<file path="src/pkg/scc_pkg.sv">
// Purpose: Shared constants for the secondary core enable and reset coupling block.
// Assumes: 16-bit control and status words as seen by the primary core.
// Notes: Bit positions, key values and reset values are named here; some files also repeat them as literals.
package scc_pkg;

    localparam int SCC_WORD_W = 16;
    localparam int SCC_KEY_W = 8;
    localparam int SCC_PTR_W = 7;

    // Control word field positions.
    localparam int SCC_CTL_RUN_BIT = 15;
    localparam int SCC_CTL_P2S_REQ_BIT = 9;
    localparam int SCC_CTL_S2P_ACK_BIT = 8;
    localparam int SCC_CTL_RST_IE_BIT = 7;
    localparam int SCC_PTR_LSB = 0;

    // Status word field positions.
    localparam int SCC_STAT_IN_RST_BIT = 15;
    localparam int SCC_STAT_S2P_REQ_BIT = 9;
    localparam int SCC_STAT_P2S_ACK_BIT = 8;

    // Unlock key values, first and second, and the value the key port reads back.
    localparam logic [SCC_KEY_W-1:0] SCC_KEY_FIRST = 8'h55;
    localparam logic [SCC_KEY_W-1:0] SCC_KEY_SECOND = 8'hAA;
    localparam logic [SCC_KEY_W-1:0] SCC_KEY_READ_VALUE = 8'h00;

    // Reset values.
    localparam logic SCC_RUN_RESET = 1'b0;
    localparam logic SCC_IN_RST_RESET = 1'b1;
    localparam logic [SCC_PTR_W-1:0] SCC_PTR_RESET = 7'h00;
    localparam logic [SCC_WORD_W-1:0] SCC_WORD_ZERO = 16'h0000;

    // Index of each pin input in the synchroniser vector.
    localparam int SCC_SYN_SEC_RST = 0;
    localparam int SCC_SYN_CLR_RST = 1;
    localparam int SCC_SYN_PRI_RST = 2;
    localparam int SCC_SYN_FUSE_CPL = 3;
    localparam int SCC_SYN_FUSE_SELF = 4;
    localparam int SCC_SYN_S2P_REQ = 5;
    localparam int SCC_SYN_P2S_ACK = 6;
    localparam int SCC_SYN_N = 7;

    // Unlock sequencer states.
    typedef enum logic [1:0] {
        SCC_KEY_IDLE,
        SCC_KEY_HALF,
        SCC_KEY_OPEN
    } scc_key_state_e;

endpackage

</file>
<file path="src/pkg/scc_unlock_if.sv">
// Purpose: Carries the unlock window between the sequencer and the core controller.
// Assumes: Both ends run on the same clock.
// Notes: The sequencer owns the window; the controller only reports consumption.
`timescale 1ns/1ps
interface scc_unlock_if;
    logic window_open;
    logic window_used;

    modport seq (output window_open, input window_used);
    modport core (input window_open, output window_used);
endinterface

</file>
<file path="src/hdl/scc_key_unlock.sv">
// Purpose: Two-write key sequencer that opens a one-instruction write window.
// Assumes: key_wr and instr_step are single-cycle pulses from the primary core.
// Notes: Private state, never shared with any other unlock logic.
`timescale 1ns/1ps
module scc_key_unlock
    import scc_pkg::*;
(
    input wire logic clk,
    input wire logic rst_n,
    input wire logic key_wr,
    input wire logic [SCC_KEY_W-1:0] key_wdata,
    input wire logic instr_step,
    scc_unlock_if.seq unl
);

    scc_key_state_e state_ff;
    scc_key_state_e nxt_state;

    // Next state: wrong order restarts, window lasts one instruction.
    always_comb begin
        nxt_state = state_ff;
        case (state_ff)
            SCC_KEY_IDLE: begin
                if (key_wr && key_wdata == SCC_KEY_FIRST) begin
                    nxt_state = SCC_KEY_HALF;
                end
            end
            SCC_KEY_HALF: begin
                if (key_wr) begin
                    if (key_wdata == SCC_KEY_SECOND) begin
                        nxt_state = SCC_KEY_OPEN;
                    end else if (key_wdata == SCC_KEY_FIRST) begin
                        nxt_state = SCC_KEY_HALF;
                    end else begin
                        nxt_state = SCC_KEY_IDLE;
                    end
                end else if (instr_step || unl.window_used) begin
                    nxt_state = SCC_KEY_IDLE;
                end
            end
            SCC_KEY_OPEN: begin
                if (key_wr && key_wdata == SCC_KEY_FIRST) begin
                    nxt_state = SCC_KEY_HALF;
                end else if (key_wr || instr_step || unl.window_used) begin
                    nxt_state = SCC_KEY_IDLE;
                end
            end
            default: begin
                nxt_state = SCC_KEY_IDLE;
            end
        endcase
    end

    // State register, kept apart from any other unlock mechanism.
    always_ff @(posedge clk) begin
        if (!rst_n) begin
            state_ff <= SCC_KEY_IDLE;
        end else begin
            state_ff <= nxt_state;
        end
    end

    // The window is open only in the state after the second key.
    assign unl.window_open = (state_ff == SCC_KEY_OPEN);

endmodule

</file>
<file path="src/hdl/scc_core_ctrl.sv">
// Purpose: Primary-side control of the secondary core: enable, reset coupling, handshakes.
// Assumes: Register writes arrive as one-cycle strobes from the primary core on clk.
// Notes: Pins from the secondary domain and the reset sources pass a 3-stage filter.
`timescale 1ns/1ps
// Notes on behaviour
// - Run enable low holds secondary in reset.
// - Disabled secondary gives primary code RAM access.
// - In-reset flag is 1 unless running.
// - Enabling releases reset, removes RAM access.
// - Reset interrupt only on entering reset.
// - Keys 0x55 then 0xAA open window.
// - Unlock guards run bit only, both ways.
// - Key port has no storage, reads zero.
// - Unlock state separate from flash unlock.
// - Self fuse 0: only power and external clear resets disable.
// - Fuses 0/1: secondary resets disable only.
// - Fuses 1/1: any reset disables secondary.
// - Restart without disable still raises interrupt.
// - Request bits at bit 9 each way.
// - Acknowledge bits at bit 8 each way.
// - Acknowledge without request is protocol error.
// - FIFO pointers accessible only in debug.
module scc_core_ctrl
    import scc_pkg::*;
#(
    parameter int PTR_W = SCC_PTR_W
)
(
    input wire logic clk,
    input wire logic rst_n,
    input wire logic ctl_wr,
    input wire logic [SCC_WORD_W-1:0] ctl_wdata,
    output logic [SCC_WORD_W-1:0] ctl_rdata,
    output logic [SCC_WORD_W-1:0] stat_rdata,
    input wire logic key_wr,
    input wire logic [SCC_KEY_W-1:0] key_wdata,
    output logic [SCC_KEY_W-1:0] key_rdata,
    input wire logic instr_step,
    input wire logic debug_mode,
    input wire logic [PTR_W-1:0] write_fifo_pointer_in,
    input wire logic sec_runtime_rst,
    input wire logic external_clear_reset,
    input wire logic pri_runtime_rst,
    input wire logic primary_reset_coupling_fuse,
    input wire logic secondary_self_reset_fuse,
    input wire logic secondary_to_primary_irq_request,
    input wire logic primary_to_secondary_irq_ack,
    output logic secondary_hold_reset,
    output logic secondary_code_ram_primary_access,
    output logic secondary_reset_irq,
    output logic primary_to_secondary_irq_request,
    output logic secondary_to_primary_irq_ack,
    output logic ack_protocol_error,
    output logic [PTR_W-1:0] read_fifo_pointer
);

    logic [SCC_SYN_N-1:0] pins_in;
    logic [SCC_SYN_N-1:0] syn1_ff;
    logic [SCC_SYN_N-1:0] syn2_ff;
    logic [SCC_SYN_N-1:0] syn3_ff;
    logic [SCC_SYN_N-1:0] pin_ff;
    logic sec_rst;
    logic clr_rst;
    logic pri_rst;
    logic fuse_cpl;
    logic fuse_self;
    logic s2p_req;
    logic p2s_ack;
    logic p2s_ack_prev_ff;
    logic secondary_run_enable_ff;
    logic nxt_secondary_run_enable;
    logic rst_ie_ff;
    logic p2s_req_ff;
    logic s2p_ack_ff;
    logic [PTR_W-1:0] rd_ptr_ff;
    logic in_reset;
    logic in_reset_prev_ff;
    logic irq_ff;
    logic err_ff;
    logic run_write;
    logic run_clear;
    logic bad_ack_write;
    logic bad_ack_seen;

    scc_unlock_if unl ();

    // Key sequencer in its own module so its state is never shared.
    scc_key_unlock u_key (
        .clk(clk),
        .rst_n(rst_n),
        .key_wr(key_wr),
        .key_wdata(key_wdata),
        .instr_step(instr_step),
        .unl(unl)
    );

    // Key port holds nothing and always reads as zero.
    assign key_rdata = SCC_KEY_READ_VALUE;

    // Gather the pins that come from outside this clock domain.
    assign pins_in[SCC_SYN_SEC_RST] = sec_runtime_rst;
    assign pins_in[SCC_SYN_CLR_RST] = external_clear_reset;
    assign pins_in[SCC_SYN_PRI_RST] = pri_runtime_rst;
    assign pins_in[SCC_SYN_FUSE_CPL] = primary_reset_coupling_fuse;
    assign pins_in[SCC_SYN_FUSE_SELF] = secondary_self_reset_fuse;
    assign pins_in[SCC_SYN_S2P_REQ] = secondary_to_primary_irq_request;
    assign pins_in[SCC_SYN_P2S_ACK] = primary_to_secondary_irq_ack;

    // Three stages per pin; a change is taken once stages two and three agree.
    for (genvar i = 0; i < SCC_SYN_N; i++) begin : g_sync
        always_ff @(posedge clk) begin
            if (!rst_n) begin
                syn1_ff[i] <= 1'b0;
                syn2_ff[i] <= 1'b0;
                syn3_ff[i] <= 1'b0;
                pin_ff[i] <= 1'b0;
            end else begin
                syn1_ff[i] <= pins_in[i];
                syn2_ff[i] <= syn1_ff[i];
                syn3_ff[i] <= syn2_ff[i];
                if (syn2_ff[i] == syn3_ff[i]) begin
                    pin_ff[i] <= syn3_ff[i];
                end
            end
        end
    end

    assign sec_rst = pin_ff[SCC_SYN_SEC_RST];
    assign clr_rst = pin_ff[SCC_SYN_CLR_RST];
    assign pri_rst = pin_ff[SCC_SYN_PRI_RST];
    assign fuse_cpl = pin_ff[SCC_SYN_FUSE_CPL];
    assign fuse_self = pin_ff[SCC_SYN_FUSE_SELF];
    assign s2p_req = pin_ff[SCC_SYN_S2P_REQ];
    assign p2s_ack = pin_ff[SCC_SYN_P2S_ACK];

    // Run bit write is honoured only inside the open key window.
    assign run_write = ctl_wr && unl.window_open;
    assign unl.window_used = ctl_wr;

    // Reset coupling selected by the two fuses.
    always_comb begin
        run_clear = clr_rst;
        if (fuse_self && sec_rst) begin
            run_clear = 1'b1;
        end
        if (fuse_self && fuse_cpl && pri_rst) begin
            run_clear = 1'b1;
        end
    end

    // Next run enable: coupled resets win over a software set.
    always_comb begin
        nxt_secondary_run_enable = secondary_run_enable_ff;
        if (run_write) begin
            nxt_secondary_run_enable = ctl_wdata[SCC_CTL_RUN_BIT];
        end
        if (run_clear) begin
            nxt_secondary_run_enable = 1'b0;
        end
    end

    // Run enable register.
    always_ff @(posedge clk) begin
        if (!rst_n) begin
            secondary_run_enable_ff <= SCC_RUN_RESET;
        end else begin
            secondary_run_enable_ff <= nxt_secondary_run_enable;
        end
    end

    // Free control bits: written without any unlock.
    always_ff @(posedge clk) begin
        if (!rst_n) begin
            rst_ie_ff <= 1'b0;
            p2s_req_ff <= 1'b0;
        end else if (ctl_wr) begin
            rst_ie_ff <= ctl_wdata[SCC_CTL_RST_IE_BIT];
            p2s_req_ff <= ctl_wdata[SCC_CTL_P2S_REQ_BIT];
        end
    end

    // Acknowledge to the secondary request; refused when no request stands.
    assign bad_ack_write = ctl_wr && ctl_wdata[SCC_CTL_S2P_ACK_BIT] && !s2p_req;
    always_ff @(posedge clk) begin
        if (!rst_n) begin
            s2p_ack_ff <= 1'b0;
        end else if (ctl_wr) begin
            s2p_ack_ff <= ctl_wdata[SCC_CTL_S2P_ACK_BIT] && s2p_req;
        end
    end

    // Read pointer changes only from debug mode.
    always_ff @(posedge clk) begin
        if (!rst_n) begin
            rd_ptr_ff <= SCC_PTR_RESET;
        end else if (ctl_wr && debug_mode) begin
            rd_ptr_ff <= ctl_wdata[SCC_PTR_LSB +: PTR_W];
        end
    end

    // Acknowledge rising from the secondary while no request was made.
    assign bad_ack_seen = p2s_ack && !p2s_ack_prev_ff && !p2s_req_ff;

    // Registered protocol error pulse for either direction.
    always_ff @(posedge clk) begin
        if (!rst_n) begin
            p2s_ack_prev_ff <= 1'b0;
            err_ff <= 1'b0;
        end else begin
            p2s_ack_prev_ff <= p2s_ack;
            err_ff <= bad_ack_write || bad_ack_seen;
        end
    end

    // Secondary is in reset while disabled or while its own reset runs.
    assign in_reset = !secondary_run_enable_ff || sec_rst;

    // Interrupt on entry into reset; prior state starts as in-reset.
    always_ff @(posedge clk) begin
        if (!rst_n) begin
            in_reset_prev_ff <= SCC_IN_RST_RESET;
            irq_ff <= 1'b0;
        end else begin
            in_reset_prev_ff <= in_reset;
            irq_ff <= in_reset && !in_reset_prev_ff && rst_ie_ff;
        end
    end

    // Reset hold follows the in-reset flag; code RAM access follows the run state.
    assign secondary_hold_reset = in_reset;
    assign secondary_code_ram_primary_access = !secondary_run_enable_ff;
    assign secondary_reset_irq = irq_ff;
    assign primary_to_secondary_irq_request = p2s_req_ff;
    assign secondary_to_primary_irq_ack = s2p_ack_ff;
    assign ack_protocol_error = err_ff;
    assign read_fifo_pointer = rd_ptr_ff;

    // Control read-back; pointer field shows only in debug mode.
    always_comb begin
        ctl_rdata = SCC_WORD_ZERO;
        ctl_rdata[SCC_CTL_RUN_BIT] = secondary_run_enable_ff;
        ctl_rdata[SCC_CTL_P2S_REQ_BIT] = p2s_req_ff;
        ctl_rdata[SCC_CTL_S2P_ACK_BIT] = s2p_ack_ff;
        ctl_rdata[SCC_CTL_RST_IE_BIT] = rst_ie_ff;
        if (debug_mode) begin
            ctl_rdata[SCC_PTR_LSB +: PTR_W] = rd_ptr_ff;
        end
    end

    // Status read-back.
    always_comb begin
        stat_rdata = SCC_WORD_ZERO;
        stat_rdata[SCC_STAT_IN_RST_BIT] = in_reset;
        stat_rdata[SCC_STAT_S2P_REQ_BIT] = s2p_req;
        stat_rdata[SCC_STAT_P2S_ACK_BIT] = p2s_ack;
        if (debug_mode) begin
            stat_rdata[SCC_PTR_LSB +: PTR_W] = write_fifo_pointer_in;
        end
    end

endmodule

</file>
<file path="config.mk">
export PLATFORM = sky130hd
export DESIGN_NAME = scc_core_ctrl
export DESIGN_NICKNAME = d
export VERILOG_FILES = /design/src/pkg/scc_pkg.sv /design/src/pkg/scc_unlock_if.sv /design/src/hdl/scc_key_unlock.sv /design/src/hdl/scc_core_ctrl.sv
export SDC_FILE = /design/constraint.sdc
export NUM_CORES = 1
export LEC_CHECK = 0
export BUFFER_PORTS_ARGS = -buffer_cell sky130_fd_sc_hd__buf_4
export CAP_MARGIN = 25
export CORE_MARGIN = 5
export CORE_UTILIZATION = 48
export CTS_CLUSTER_SIZE = 25
export DETAILED_ROUTE_END_ITERATION = 12
export PLACE_DENSITY = 0.81
export SYNTH_ARGS = -nofsm -noshare
export SYNTH_HDL_FRONTEND = slang
export SYNTH_SLANG_ARGS = --single-unit
</file>
<file path="constraint.sdc">
create_clock -name clk -period 1.6 [get_ports clk]
set_input_delay 0 -clock clk [delete_from_list [all_inputs] [get_ports clk]]
set_output_delay 0 -clock clk [all_outputs]
set_load 0.005 [all_outputs]
</file>
==> flow_summary.toml <==
[outcome]
status = "completed"

[worst_hold_path]
hold_class = "in2reg"
hp-start = "key_wdata[7]"

[power_and_ir_drop]
pwr-share-comb_pct = 10.5
p_leak_nw = 1.16
power_frac_seq_pct = 48.6
finalPower_mw = 2.41
power.share.clock_pct = 40.9
switching_power_mw = 0.474
swShare_pct = 19.7
p_per_area_nw_per_um2 = 921
intPower_mw = 1.93
vdd.ir_drop.worst_mv = 0.756

[detailed_routing]
wl_met2_um = 1960
highest_layer = "met4"
initialDrtViolationCount = 60
num_vias = 1485
wl_met3_um = 419
viasPerCell = 4.57
ant_nets = 0
drc_errors = 0
drt-total-wl_um = 3840
wl_met1_um = 1390
wl_per_cell_um = 11.8
drt_pass1_iterations = 4

[sta]
min_period_ns = 1.11
period_share_pct = 69.2
hold_viol_final = 0
clock_skew_ns = 0.00696
finalSetupTns_ns = 0
drv_slew = 0
setup_viol = 0
fmax_mhz = 903
rsz0062_at_grt = "false"

[clock_network]
cts_setup_buffers = 0
htree_levels = 2
numCtsBuffers = 5
clkTransAtPathRegs_ns = 0.08
clockBufferDepth = 2
cts_tree = "yes"
postCtsHoldBufs = 18
clock-sinks = 45
insertion_delay_ns = 0.29
cts_root_buf = "clkbuf_8"
cts_resized = 0

[setup_path]
crit_chain = "inv_1 -> nor2_1 -> inv_1 -> buf_4"
timing.rr.start = "u_key.state_ff[0]$_SDFFE_PN0P_"
worstPathMaxFanout = 3
startpoint_type = "flop"
path_class = "reg2out"
cp-end-kind = "primary output"
cp_top_family = "flip-flops"
crit_top_cell = "inv_1"
slowest_stage = "dfxtp_1"
crit_arrival_ns = 1.11
worst-path-buf-inv = 3
required_ns = 1.60
cp-startpoint = "secondary_run_enable_ff$_SDFFE_PP0P_"
slowest_delay_ns = 0.35

[layout]
drive_above_1_share_pct = 30.3
area_growth_pct = 40.8
n_antenna_cell = 0
num-nets-final = 320

[global_routing]
grt_usage_pct = 14.8
grt_pass1_vias = 1415
grt.overflow.total = 0
grt_pass1_wl_um = 6070
grt_start_max_net_pins = 38
antenna_found_initial = 0

[yosys]
ys_types = 26
syn_area_um2 = 1850
ys_seq_area_share_pct = 48.6
ys_ff_latch = 45
synth-simple-area-share_pct = 26.5
synth_top_family_by_area = "simple AND/OR/NAND/NOR gates"
synth_compound_area_share_pct = 9.58
synthXorXnorAreaFrac_pct = 0
ys_warn_count = 0
synthCells = 194
synth-adder-area-share_pct = 0
synthTopCellsByArea = "dfxtp_1 49%, and2_1 12%, buf_4 11%"
avgSynthCellArea_um2 = 9.56
yosysTopAreaCellShare_pct = 48.6
yosys.area.top_type = "dfxtp_1"
muxShareOfSynthArea_pct = 1.62

[die]
start_util_pct = 50.3
core_um2 = 3690
die_width_um = 72.2
die_y_um = 72.2
ios = 97
num_rows = 22
die-area_um2 = 5210

[placed_design]
place_congestion = 0.722
dp_hpwl_um = 2700
portBuffers = 72

[job]
drv_cap = 0
[final timing paths]
path                                          end  slack [ns]  depth (start not counted)
max                          secondary_hold_reset        0.49                          4
min                u_key.state_ff[1]$_SDFFE_PN0P_        0.02                          3
max reg2reg  secondary_run_enable_ff$_SDFFE_PP0P_        0.64                          3
min reg2reg        secondary_reset_irq$_SDFF_PN0_        0.39                          1
[through the flow]
stage	cell area, µm²	std cells	hold WS (ns)	worst slack (ns)	util (%)
after floorplan	1920	212	0.116	0.720	-
after global placement	2290	298	0.207	0.681	62.0
after detailed placement	2290	298	0.211	0.670	62.0
after CTS	2600	324	0.000452	0.466	70.5
after global routing	2610	325	0.00960	0.376	70.8
final	2610	325	0.0168	0.492	70.8
[kinds of logic after synthesis]
family,count (synthesis)
buffers and inverters,37
AND/OR/NAND/NOR,82
flip-flops,45
AO/OA/AOI/OAI,26
other,1
multiplexers,3
[cell type report]
cell class              count  area (µm²)
clock buffers               5        68.8
clock inverters             3        65.1
fillers                   286        1080
inverters                   2        7.51
multi-input cells         130         771
flip-flops and latches     45         901
well taps                  48        60.1
repair buffers             92         738
[placed cells by master (no fill, tap or decap), types with 2 or more instances in the layout]
master,netlist,final
nand3_1,8,8
inv_1,2,2
conb_1,1,19
nor2b_1,4,4
nand3b_1,3,3
dfxtp_1,45,45
dlygate4sd3_1,0,19
mux2i_1,3,3
nor4bb_1,2,2
nand4_1,2,2
nor2_1,2,2
o21ai_0,8,8
and2_1,36,36
a21boi_0,16,16
clkbuf_8,0,5
buf_4,27,73
nand2_1,19,19
bufinv_16,0,2
[synth_stat cells]
cell / n
nor3_1: 1
dfxtp_1: 45
nor4bb_1: 2
inv_1: 2
a21oi_1: 1
nand4b_1: 1
and2_1: 36
buf_2: 2
buf_6: 1
nor2_1: 2
nor4b_4: 1
nand2b_1: 1
a21boi_0: 16
nand3b_1: 3
nor4b_1: 1
buf_4: 27
conb_1: 1
nand3_1: 8
mux2i_1: 3
nor4b_2: 1
o21ai_0: 8
a22oi_2: 1
nor2b_1: 4
nand2_1: 19
clkbuf_1: 5
nand4_1: 2
[sequential cells by signal (all words and copies together) (netlist names), 2 cells and up]
signal	count
syn1_ff	7
u_key.state_ff	2
syn3_ff	7
read_fifo_pointer	7
syn2_ff	7
[power by group through the flow]
stage | clock [mW] | sequential (mW) | combinational [mW]
2_1_floorplan | 0 | 1.19 | 0.128
3_3_place_gp | 0 | 1.19 | 0.210
3_5_place_dp | 0 | 1.20 | 0.214
4_1_cts | 1.02 | 1.17 | 0.250
5_1_grt | 1.06 | 1.17 | 0.280
6_report | 0.984 | 1.17 | 0.254
[worst reg2reg max path: stages, from the launching register on]
cell and delay (ns):
dfxtp_1 0.36, nand3b_1 0.18, mux2i_1 0.14, nor4b_2 0.19
[routing by layer]
metal,GRT usage (%),vias up
met5,0,-
met4,6.89,0
met3,4.43,7
met2,27.5,63
met1,14.9,663
li1,-,752
No activity file was read; power rests on OpenSTA's default activity.
